$ cat config.mk
export PLATFORM = sky130hd
export DESIGN_NAME = embp_port
export DESIGN_NICKNAME = d
export VERILOG_FILES = /design/src/core/embp_pkg.sv /design/src/core/embp_sync.sv /design/src/core/embp_port.sv
export VERILOG_INCLUDE_DIRS = /design/src /design/src/core
export SDC_FILE = /design/constraint.sdc
export NUM_CORES = 1
export LEC_CHECK = 0
export BUFFER_PORTS_ARGS = -buffer_cell sky130_fd_sc_hd__buf_2
export CAP_MARGIN = 40
export CORE_AREA = 2 2 107 109
export DETAILED_ROUTE_END_ITERATION = 7
export DIE_AREA = 0 0 109 111
export PLACE_DENSITY = 0.81
export SLEW_MARGIN = 0
export SYNTH_ARGS = -nofsm -noshare
export SYNTH_HDL_FRONTEND = slang
export SYNTH_SLANG_ARGS = --single-unit
$ cat constraint.sdc
create_clock -name clock -period 1.59 [get_ports clock]
set_input_delay 0 -clock clock [delete_from_list [all_inputs] [get_ports clock]]
set_output_delay 0 -clock clock [all_outputs]
set_load 0.01 [all_outputs]
$ cat src/core/embp_params.svh
// constants of the external memory bus port
`ifndef EMBP_PARAMS_SVH
`define EMBP_PARAMS_SVH

`define EMBP_ADDR_W      16
`define EMBP_DATA_W      24
`define EMBP_CLK_NS      10
`define EMBP_ACCESS_NS   40
`define EMBP_ACCESS_CYC  ((`EMBP_ACCESS_NS + `EMBP_CLK_NS - 1) / `EMBP_CLK_NS)
`define EMBP_ADDR_RST    16'h0000
`define EMBP_DATA_RST    24'h00_0000

`endif

$ cat src/core/embp_pkg.sv
// types of the external memory bus port
`include "embp_params.svh"
package embp_pkg;
  typedef enum logic [1:0] {
    EMBP_IDLE,
    EMBP_ACCESS,
    EMBP_GRANTED
  } embp_state_t;

  typedef enum logic {
    EMBP_SPACE_PROG,
    EMBP_SPACE_DATA
  } embp_space_t;

  typedef struct packed {
    embp_state_t              st;
    logic [3:0]               cnt;
    logic                     wr;
    logic [`EMBP_ADDR_W-1:0]  addr;
    logic [`EMBP_DATA_W-1:0]  wdata;
    logic [`EMBP_DATA_W-1:0]  rdata;
    logic                     addr_oe_n;
    logic                     data_oe_n;
    logic                     ctl_oe_n;
    logic                     prog_sel_n;
    logic                     data_sel_n;
    logic                     rd_n;
    logic                     wr_n;
    logic                     grant_n;
    logic                     ready;
    logic                     rsp;
  } embp_regs_t;
endpackage

$ cat src/core/embp_sync.sv
// two-flop synchroniser for pin inputs
`timescale 1ns/1ps
module embp_sync #(
  parameter int W = 1
) (
  // clock and reset
  input  wire logic         clock,
  input  wire logic         srst,
  // pins in, synchronised out
  input  wire logic [W-1:0] d,
  output logic      [W-1:0] q
);
  logic [W-1:0] meta_r;

  // reset to all ones so an idle active-low request reads as absent
  always_ff @(posedge clock) begin
    if (srst) begin
      meta_r <= '1;
      q      <= '1;
    end else begin
      meta_r <= d;
      q      <= meta_r;
    end
  end
endmodule

$ cat src/core/embp_port.sv
// external memory bus port: address, data, space strobes and bus grant
`timescale 1ns/1ps
`include "embp_params.svh"
module embp_port (
  // clock and reset
  input  wire logic                     clock,
  input  wire logic                     srst,
  // core request side
  input  wire logic                     req_valid,
  output logic                          req_ready,
  input  wire logic                     req_write,
  input  wire embp_pkg::embp_space_t    req_space,
  input  wire logic [`EMBP_ADDR_W-1:0]  req_addr,
  input  wire logic [`EMBP_DATA_W-1:0]  req_wdata,
  output logic                          rsp_valid,
  output logic      [`EMBP_DATA_W-1:0]  rsp_rdata,
  // address pins
  output logic      [`EMBP_ADDR_W-1:0]  addr_out,
  output logic                          addr_oe_n,
  // data pins
  input  wire logic [`EMBP_DATA_W-1:0]  data_in,
  output logic      [`EMBP_DATA_W-1:0]  data_out,
  output logic                          data_oe_n,
  // strobe pins, one shared enable
  output logic                          program_space_strobe_n,
  output logic                          data_space_select_n,
  output logic                          read_strobe_n,
  output logic                          write_strobe_n,
  output logic                          ctl_oe_n,
  // arbitration pins
  input  wire logic                     bus_request_n,
  output logic                          bus_grant_out_n
);
  import embp_pkg::*;

  localparam logic [3:0] ACC_LAST = 4'(`EMBP_ACCESS_CYC - 1);

  embp_regs_t                 r;
  embp_regs_t                 n;
  logic                       breq_n_s;
  logic [`EMBP_DATA_W-1:0]    data_s;
  logic                       take;

  // data pins are synchronised too; the access is long enough to cover it
  embp_sync #(.W(`EMBP_DATA_W + 1)) u_sync (
    .clock (clock),
    .srst  (srst),
    .d     ({bus_request_n, data_in}),
    .q     ({breq_n_s, data_s})
  );

  assign take = req_valid && r.ready;

  always_comb begin
    n     = r;
    n.rsp = 1'b0;
    unique case (r.st)
      EMBP_IDLE: begin
        if (take) begin
          // ready was shown, so the request must be served; a bus request waits
          n.st         = EMBP_ACCESS;
          n.cnt        = ACC_LAST;
          n.wr         = req_write;
          n.addr       = req_addr;
          n.wdata      = req_wdata;
          n.prog_sel_n = (req_space != EMBP_SPACE_PROG);
          n.data_sel_n = (req_space != EMBP_SPACE_DATA);
          n.rd_n       = req_write;
          n.wr_n       = !req_write;
          n.data_oe_n  = !req_write;
          n.ready      = 1'b0;
        end else if (!breq_n_s) begin
          // float everything, then grant in the same edge
          n.st        = EMBP_GRANTED;
          n.grant_n   = 1'b0;
          n.addr_oe_n = 1'b1;
          n.data_oe_n = 1'b1;
          n.ctl_oe_n  = 1'b1;
          n.ready     = 1'b0;
        end else begin
          // own the bus: hold last address, deselect both spaces
          n.addr_oe_n  = 1'b0;
          n.ctl_oe_n   = 1'b0;
          n.prog_sel_n = 1'b1;
          n.data_sel_n = 1'b1;
          n.ready      = 1'b1;
        end
      end
      EMBP_ACCESS: begin
        if (r.cnt == 4'h0) begin
          n.st         = EMBP_IDLE;
          n.prog_sel_n = 1'b1;
          n.data_sel_n = 1'b1;
          n.rd_n      = 1'b1;
          n.wr_n      = 1'b1;
          n.data_oe_n = 1'b1;
          n.rsp       = 1'b1;
          if (!r.wr) begin
            n.rdata = data_s;
          end
        end else begin
          n.cnt = r.cnt - 4'h1;
        end
      end
      EMBP_GRANTED: begin
        // pins stay floating; the idle state re-drives them next edge
        if (breq_n_s) begin
          n.st      = EMBP_IDLE;
          n.grant_n = 1'b1;
        end
      end
      default: n.st = EMBP_IDLE;
    endcase
  end

  always_ff @(posedge clock) begin
    if (srst) begin
      r.st        <= EMBP_IDLE;
      r.cnt       <= 4'h0;
      r.wr        <= 1'b0;
      r.addr      <= `EMBP_ADDR_RST;
      r.wdata     <= `EMBP_DATA_RST;
      r.rdata     <= `EMBP_DATA_RST;
      r.addr_oe_n <= 1'b1;
      r.data_oe_n <= 1'b1;
      r.ctl_oe_n  <= 1'b1;
      r.prog_sel_n <= 1'b1;
      r.data_sel_n <= 1'b1;
      r.rd_n      <= 1'b1;
      r.wr_n      <= 1'b1;
      r.grant_n   <= 1'b1;
      r.ready     <= 1'b0;
      r.rsp       <= 1'b0;
    end else begin
      r <= n;
    end
  end

  assign req_ready              = r.ready;
  assign rsp_valid              = r.rsp;
  assign rsp_rdata              = r.rdata;
  assign addr_out               = r.addr;
  assign addr_oe_n              = r.addr_oe_n;
  assign data_out               = r.wdata;
  assign data_oe_n              = r.data_oe_n;
  assign program_space_strobe_n = r.prog_sel_n;
  assign data_space_select_n    = r.data_sel_n;
  assign read_strobe_n          = r.rd_n;
  assign write_strobe_n         = r.wr_n;
  assign ctl_oe_n               = r.ctl_oe_n;
  assign bus_grant_out_n        = r.grant_n;
endmodule

==> results of run 1 <==
==> layout make-up <==
| class | count | area share (%) |
|---|---|---|
| sequential | 130 | 38.52 |
| multi-input combinational | 297 | 24.91 |
| timing repair buffer | 237 | 24.76 |
| clock buffer | 17 | 6.287 |
| clock inverter | 15 | 2.663 |
| tap | 143 | 2.644 |
| inverter | 4 | 0.2219 |
==> repair_timing <==
item | CTS | global route
hold endpoints to repair | 71 | 0
hold buffers | 68 | 0
setup buffers | 3 | 2
gates resized for setup | 3 | 6
pin swaps | 1 | 3
endpoints found under the setup margin | 28 | 37
cloned | 0 | 3
==> cells in the final DEF (no fill, tap or decap), drive strengths merged, types with 6 or more instances in the layout <==
cell type    count
buf            167
nand2          132
dfxtp          130
dlygate4sd3     68
or2             51
a21oi           46
mux2i           27
clkbuf          19
clkinv           9
inv              7
a211oi           6
==> worst paths after layout <==
path                                     end  slack [ns]
worst max register to register  rsp_rdata[8]       -0.16
worst min register to register   u_sync.q[3]        0.40
worst max-delay path            rsp_rdata[8]       -0.16
worst min-delay path               req_ready        0.04
==> state kept, by name, indices dropped and copies added (netlist names), 7 cells and up <==
name / count
u_sync.meta_r: 25
data_out: 24
r: 7
rsp_rdata: 24
addr_out: 16
u_sync.q: 25
==> tightest hold or removal path, cell delays in order <==
cell and delay, ns:
buf_2 0.15, a211oi_1 0.10, nand2_1 0.08, a21oi_1 0.07
==> stage by stage <==
stage                     setup slack [ns]  setup TNS, ns  total power [mW]  cells
after detailed placement           -0.1766         -2.355             4.291    735
after global routing               -0.2249         -4.460             8.728    843
final                              -0.1582         -2.768             8.364    843
after CTS                          -0.1011         -1.729             8.396    838
after floorplan                   -0.07612         -1.522             4.101    530
after global placement            -0.04348        -0.4275             4.252    735
==> power by group through the flow <==
stage,Clock (mW),Combinational (mW),Sequential (mW)
global route,4.19,1.02,3.52
finish,3.93,0.930,3.51
floorplan,0,0.540,3.56
detailed placement,0,0.718,3.57
global placement,0,0.686,3.57
CTS,4.02,0.872,3.50
==> kinds of logic after synthesis <==
| group | after synthesis | synth area share (%) |
|---|---|---|
| DFF | 130 | 53.07 |
| adders and majority gates | 1 | 0.2551 |
| AOI/OAI and AO/OA | 61 | 7.094 |
| and+or+nand+nor | 208 | 20.08 |
| muxes | 27 | 5.512 |
| buffers and inverters | 103 | 13.98 |
==> routing by layer <==
metal,global-route usage (%),vias to the layer above,wire length (um)
met5,0,-,0
li1,-,1956,-
met1,22.08,1871,4792
met2,30.97,168,5662
met4,11.11,0,304
met3,7.349,28,889
==> impl_metrics.json, run 1 <==
{
  "status": "complete, but fails checks",
  "violations": "setup timing",
  "setup_viol": 26,
  "maxCapViolCount": 0,
  "power_switching_mw": 1.966,
  "clockRootBuffer": "clkbuf_16",
  "seq_area_sq_mm": 0.002606,
  "fin_util_pct": 61.09,
  "worst-path-stages": 7,
  "synth_largest_area_cell": "dfxtp_1",
  "powerDensity_mw_per_mm2": 1236,
  "portBuffers": 143,
  "crit_type": "flip-flop to flip-flop",
  "synth_commonest_cells": "132 x nand2_1, 130 x dfxtp_1, 65 x buf_4",
  "cts_buffers": 17,
  "hp-class": "primary input to flip-flop",
  "fill_cells": 831,
  "yosysSeqAreaShare_pct": 53.07,
  "num_rows": 39,
  "maxSlewHeadroom_pct": 62.41,
  "avgRoutedWirePerCell_um": 13.82,
  "cp_slowest_stage_delay_ns": 0.40,
  "die_w_um": 109,
  "fp.dieH_um": 111,
  "hold_violations": 0,
  "synth_area_leaders": "dfxtp_1 53%, nand2_1 10%, buf_4 10%",
  "fp.dieArea_sq_mm": 0.01210,
  "synth_top_area_share_pct": 53.07,
  "crit_path_max_fanout": 6,
  "rr_startpoint": "r[76]",
  "ys_ff_latch": 130,
  "synth_most_common_cell": "nand2_1",
  "dr.pass1.iters": 4,
  "finalCriticalPeriod_ns": 1.748,
  "antenna_left": 0,
  "place_hpwl_mm": 6.533,
  "grt_pass1_vias": 4011,
  "leakage_nw": 2.997,
  "end_kind": "flip-flop",
  "antenna_found_initial": 0,
  "cts_tree": "done",
  "drive_gt1_share_pct": 38.14,
  "drv_slew": 0,
  "clk_latency_ns": 0.41,
  "path_cells": "inv_2 -> ha_4 -> or3b_4 -> nor3b_4 -> buf_6 -> buf_6 -> mux2i_1",
  "io_pins": 144,
  "pwr-share-clk_pct": 46.9,
  "synth_cells": 530,
  "cp_top_family": "simple AND/OR/NAND/NOR gates",
  "finalCritPeriodShare_pct": 109.9,
  "placed_area_sq_mm": 0.005341,
  "p_comb_share_pct": 11.1,
  "yosys_warnings": 0,
  "peakVddDrop_uv": 734.3,
  "stdcell_area_sq_mm": 0.006766,
  "arrival_ns": 2.08,
  "rsz0062_at_grt": "true",
  "route.vias.total": 4023,
  "cts.sinks": 130,
  "whs_path_depth": 4,
  "fin_hold_ws_ns": 0.04094,
  "path_clk_slew_ns": 0.06,
  "syn_nets": 601,
  "fin_nets": 758,
  "core-area_sq_mm": 0.01108,
  "viasPerCell": 4.772,
  "globalRouteTotalUtil_pct": 19.48,
  "crit_slowest_cell": "or3b_4",
  "critPathBufInv": 3,
  "synth_ff_type": "dfxtp_1",
  "worst_pin_slew_ns": 0.5605,
  "clock.fmax_mhz": 572.0,
  "worstHoldStart": "req_valid",
  "skew_ns": 0.009846,
  "synth_edf_count": 0,
  "initial_core_util_pct": 44.27,
  "overflow": 0,
  "start_kind": "flip-flop",
  "seqPwrFrac_pct": 41.9,
  "ctsLongestPathBuffers": 2,
  "area_growth_pct": 37.99,
  "crit_top_cell": "buf_6",
  "sw_frac_of_total_pct": 23.50,
  "multi_input_area_sq_mm": 0.001685,
  "synth_area_sq_mm": 0.004903,
  "ys_types": 38,
  "grt_max_degree": 49,
  "first_iter_violations": 308,
  "htreeDepth": 4,
  "required_ns": 1.92,
  "routed_wl_mm": 11.65,
  "syn_area_per_cell_sq_um": 9.252,
  "drc": 0,
  "async_flop_share_pct": 0,
  "reg2regPathDepth": 7,
  "intPower_mw": 6.398,
  "cp-startpoint": "r[76]",
  "fin_ws_ns": -0.1582,
  "grt_pass1_wl_mm": 18.25,
  "diodes": 0,
  "gp_congestion": 0.7390
}
(Power assumes the default switching activity.)
==> run 2, diff against run 1 <==
--- a/config.mk
+++ b/config.mk
@@ -8,10 +8,10 @@
 export LEC_CHECK = 0
 export BUFFER_PORTS_ARGS = -buffer_cell sky130_fd_sc_hd__buf_2
 export CAP_MARGIN = 40
-export CORE_AREA = 2 2 107 109
+export CORE_AREA = 2 2 124 126
 export DETAILED_ROUTE_END_ITERATION = 7
-export DIE_AREA = 0 0 109 111
-export PLACE_DENSITY = 0.81
+export DIE_AREA = 0 0 126 128
+export PLACE_DENSITY = 0.64
 export SLEW_MARGIN = 0
 export SYNTH_ARGS = -nofsm -noshare
 export SYNTH_HDL_FRONTEND = slang
==> run 2 against run 1 <==
  * The run still ends with setup timing left
  * Setup slack about the same
  * Sequential power about the same
  * Utilization down 16 points
  * Clock skew down 0.0035 ns
  * Global-route usage down 4.9 points
  * Sequential share of layout area about the same
  * Critical endpoint is now rsp_rdata[10]
==> impl_metrics.json, run 2 (synthesis results as in run 1) <==
{
  "finalCritPeriodShare_pct": 109.9,
  "fin_hold_ws_ns": 0.02591,
  "top_regs": "u_sync.meta_r (25), u_sync.q (25)",
  "dr.pass1.iters": 4,
  "place_hpwl_mm": 6.628,
  "placed_area_sq_mm": 0.005415,
  "fp.dieArea_sq_mm": 0.01613,
  "fin_ws_ns": -0.1579,
  "skew_ns": 0.006336,
  "cp_top_family": "simple AND/OR/NAND/NOR gates",
  "violations": "setup timing",
  "layout_common_cells": "142 x buf_2, 132 x nand2_1, 128 x dfxtp_1",
  "diodes": 0,
  "grt_pass1_wl_mm": 18.49,
  "whs_path_depth": 4,
  "globalRouteTotalUtil_pct": 14.61,
  "avgRoutedWirePerCell_um": 12.99,
  "portBuffers": 143,
  "required_ns": 1.93,
  "crit_slowest_cell": "or3b_4",
  "crit_type": "flip-flop to flip-flop",
  "route.vias.total": 3890,
  "reg2regPathDepth": 7,
  "grt_pass1_vias": 3844,
  "io_pins": 144,
  "grt_max_degree": 37,
  "cts.sinks": 130,
  "fin_nets": 757,
  "place_inst": 782,
  "cts_tree": "done",
  "overflow": 0,
  "die_w_um": 126,
  "end_kind": "flip-flop",
  "num_rows": 45,
  "core-area_sq_mm": 0.01486,
  "hp-class": "primary input to flip-flop",
  "clockRootBuffer": "clkbuf_16",
  "arrival_ns": 2.09,
  "seq_area_sq_mm": 0.002605,
  "path_cells": "inv_2 -> ha_4 -> or3b_4 -> nor3b_4 -> buf_6 -> buf_12 -> mux2i_2",
  "first_iter_violations": 180,
  "finalPower_mw": 8.198,
  "antenna_left": 0,
  "min_to": "r[80]",
  "worstHoldStart": "req_valid",
  "path_clk_slew_ns": 0.06,
  "finalCriticalPeriod_ns": 1.748,
  "stdcell_count": 886,
  "clock.fmax_mhz": 572.1,
  "tns_ns": -1.697,
  "cp_slowest_stage_delay_ns": 0.39,
  "maxSlewHeadroom_pct": 64.17,
  "area_growth_pct": 37.94,
  "drv_slew": 0,
  "gp_congestion": 0.7493,
  "initial_core_util_pct": 32.99,
  "critPathBufInv": 3,
  "start_kind": "flip-flop",
  "antenna_found_initial": 0,
  "leakage_nw": 2.954,
  "ctsLongestPathBuffers": 2,
  "rr_startpoint": "r[75]",
  "fill_cells": 1412,
  "hold_violations": 0,
  "rsz0062_at_grt": "true",
  "viasPerCell": 4.391,
  "drive_gt1_share_pct": 37.82,
  "drc": 0,
  "multi_input_area_sq_mm": 0.001678,
  "htreeDepth": 4,
  "clk_latency_ns": 0.42,
  "final_common_cell": "buf_2",
  "setup_viol": 27,
  "stdcell_area_sq_mm": 0.006764,
  "worst_pin_slew_ns": 0.5343,
  "maxCapViolCount": 0,
  "rr_endpoint": "rsp_rdata[10]",
  "routed_wl_mm": 11.51,
  "status": "complete, but fails checks",
  "crit_path_max_fanout": 6,
  "peakVddDrop_uv": 921.3,
  "fp.dieH_um": 128,
  "powerDensity_mw_per_mm2": 1212,
  "r2r_slack_ns": -0.16,
  "cts_buffers": 17
}
## run 2: cell types whose count changed in the layout (fill, tap and decap cells not counted), moves of 2 or more
| cell | delta |
|---|---|
| bufinv_16 | -2 |
| clkbuf_16 | -2 |
| clkbuf_8 | +2 |
| clkinv_2 | -4 |
| clkinv_4 | -3 |
| clkinvlp_4 | +5 |
| mux2i_1 | -2 |
| mux2i_2 | +2 |
## run 2: per-stage QoR
step,worst slack [ns],utilization [%]
6_report,-0.1579,45.51
5_1_grt,-0.2253,45.51
4_1_cts,-0.1240,45.54
3_5_place_dp,-0.09270,36.43
3_3_place_gp,-0.05102,36.43
2_1_floorplan,-0.07612,-
## run 2: how the worst max path moves through the flow
stage,start,endpoint,slack (ns),cells past startpoint
4_1_cts,r[76],rsp_rdata[15],-0.12,7
3_5_place_dp,r[76],program_space_strobe_n,-0.09,6
3_3_place_gp,r[76],data_space_select_n,-0.05,6
5_1_grt,r[75],rsp_rdata[10],-0.23,7
2_1_floorplan,r[76],rsp_rdata[0],-0.08,8
6_report,r[75],rsp_rdata[10],-0.16,7
## run 2: timing repair
item / in CTS / in global routing
cloned: 2 / 0
resized for setup: 6 / 4
endpoints found under the hold margin: 72 / 0
pin swaps: 2 / 2
hold buffers: 68 / 0
setup buffers: 3 / 1
endpoints found under the setup margin: 28 / 30
## run 2: worst register-to-register path, cell delays in order (launching register included)
cell and delay (ns):
dfxtp_2 0.32, inv_2 0.07, ha_4 0.13, or3b_4 0.39
nor3b_4 0.22, buf_6 0.16, buf_12 0.14, mux2i_2 0.24
## run 2: where the power goes
group / total [mW] / switching (mW) / internal (mW)
clock: 3.79 / 1.53 / 2.25
combinational: 0.910 / 0.430 / 0.480
sequential: 3.50 / 0.0738 / 3.43
total: 8.20 / 2.04 / 6.16
## run 2: final cells by class
cell class	instances	area share, %
flip-flops and latches	130	38.51
multi-input cells	297	24.81
repair buffers	236	24.47
clock buffers	19	6.696
well taps	188	3.478
clock inverters	12	1.813
inverters	4	0.2220
## run 2: per-layer routing
metal / global-route usage, % / routed length [um]
met5: 0 / 0
met4: 5.818 / 199
met3: 5.426 / 717
met2: 24.29 / 5529
met1: 17.13 / 5066
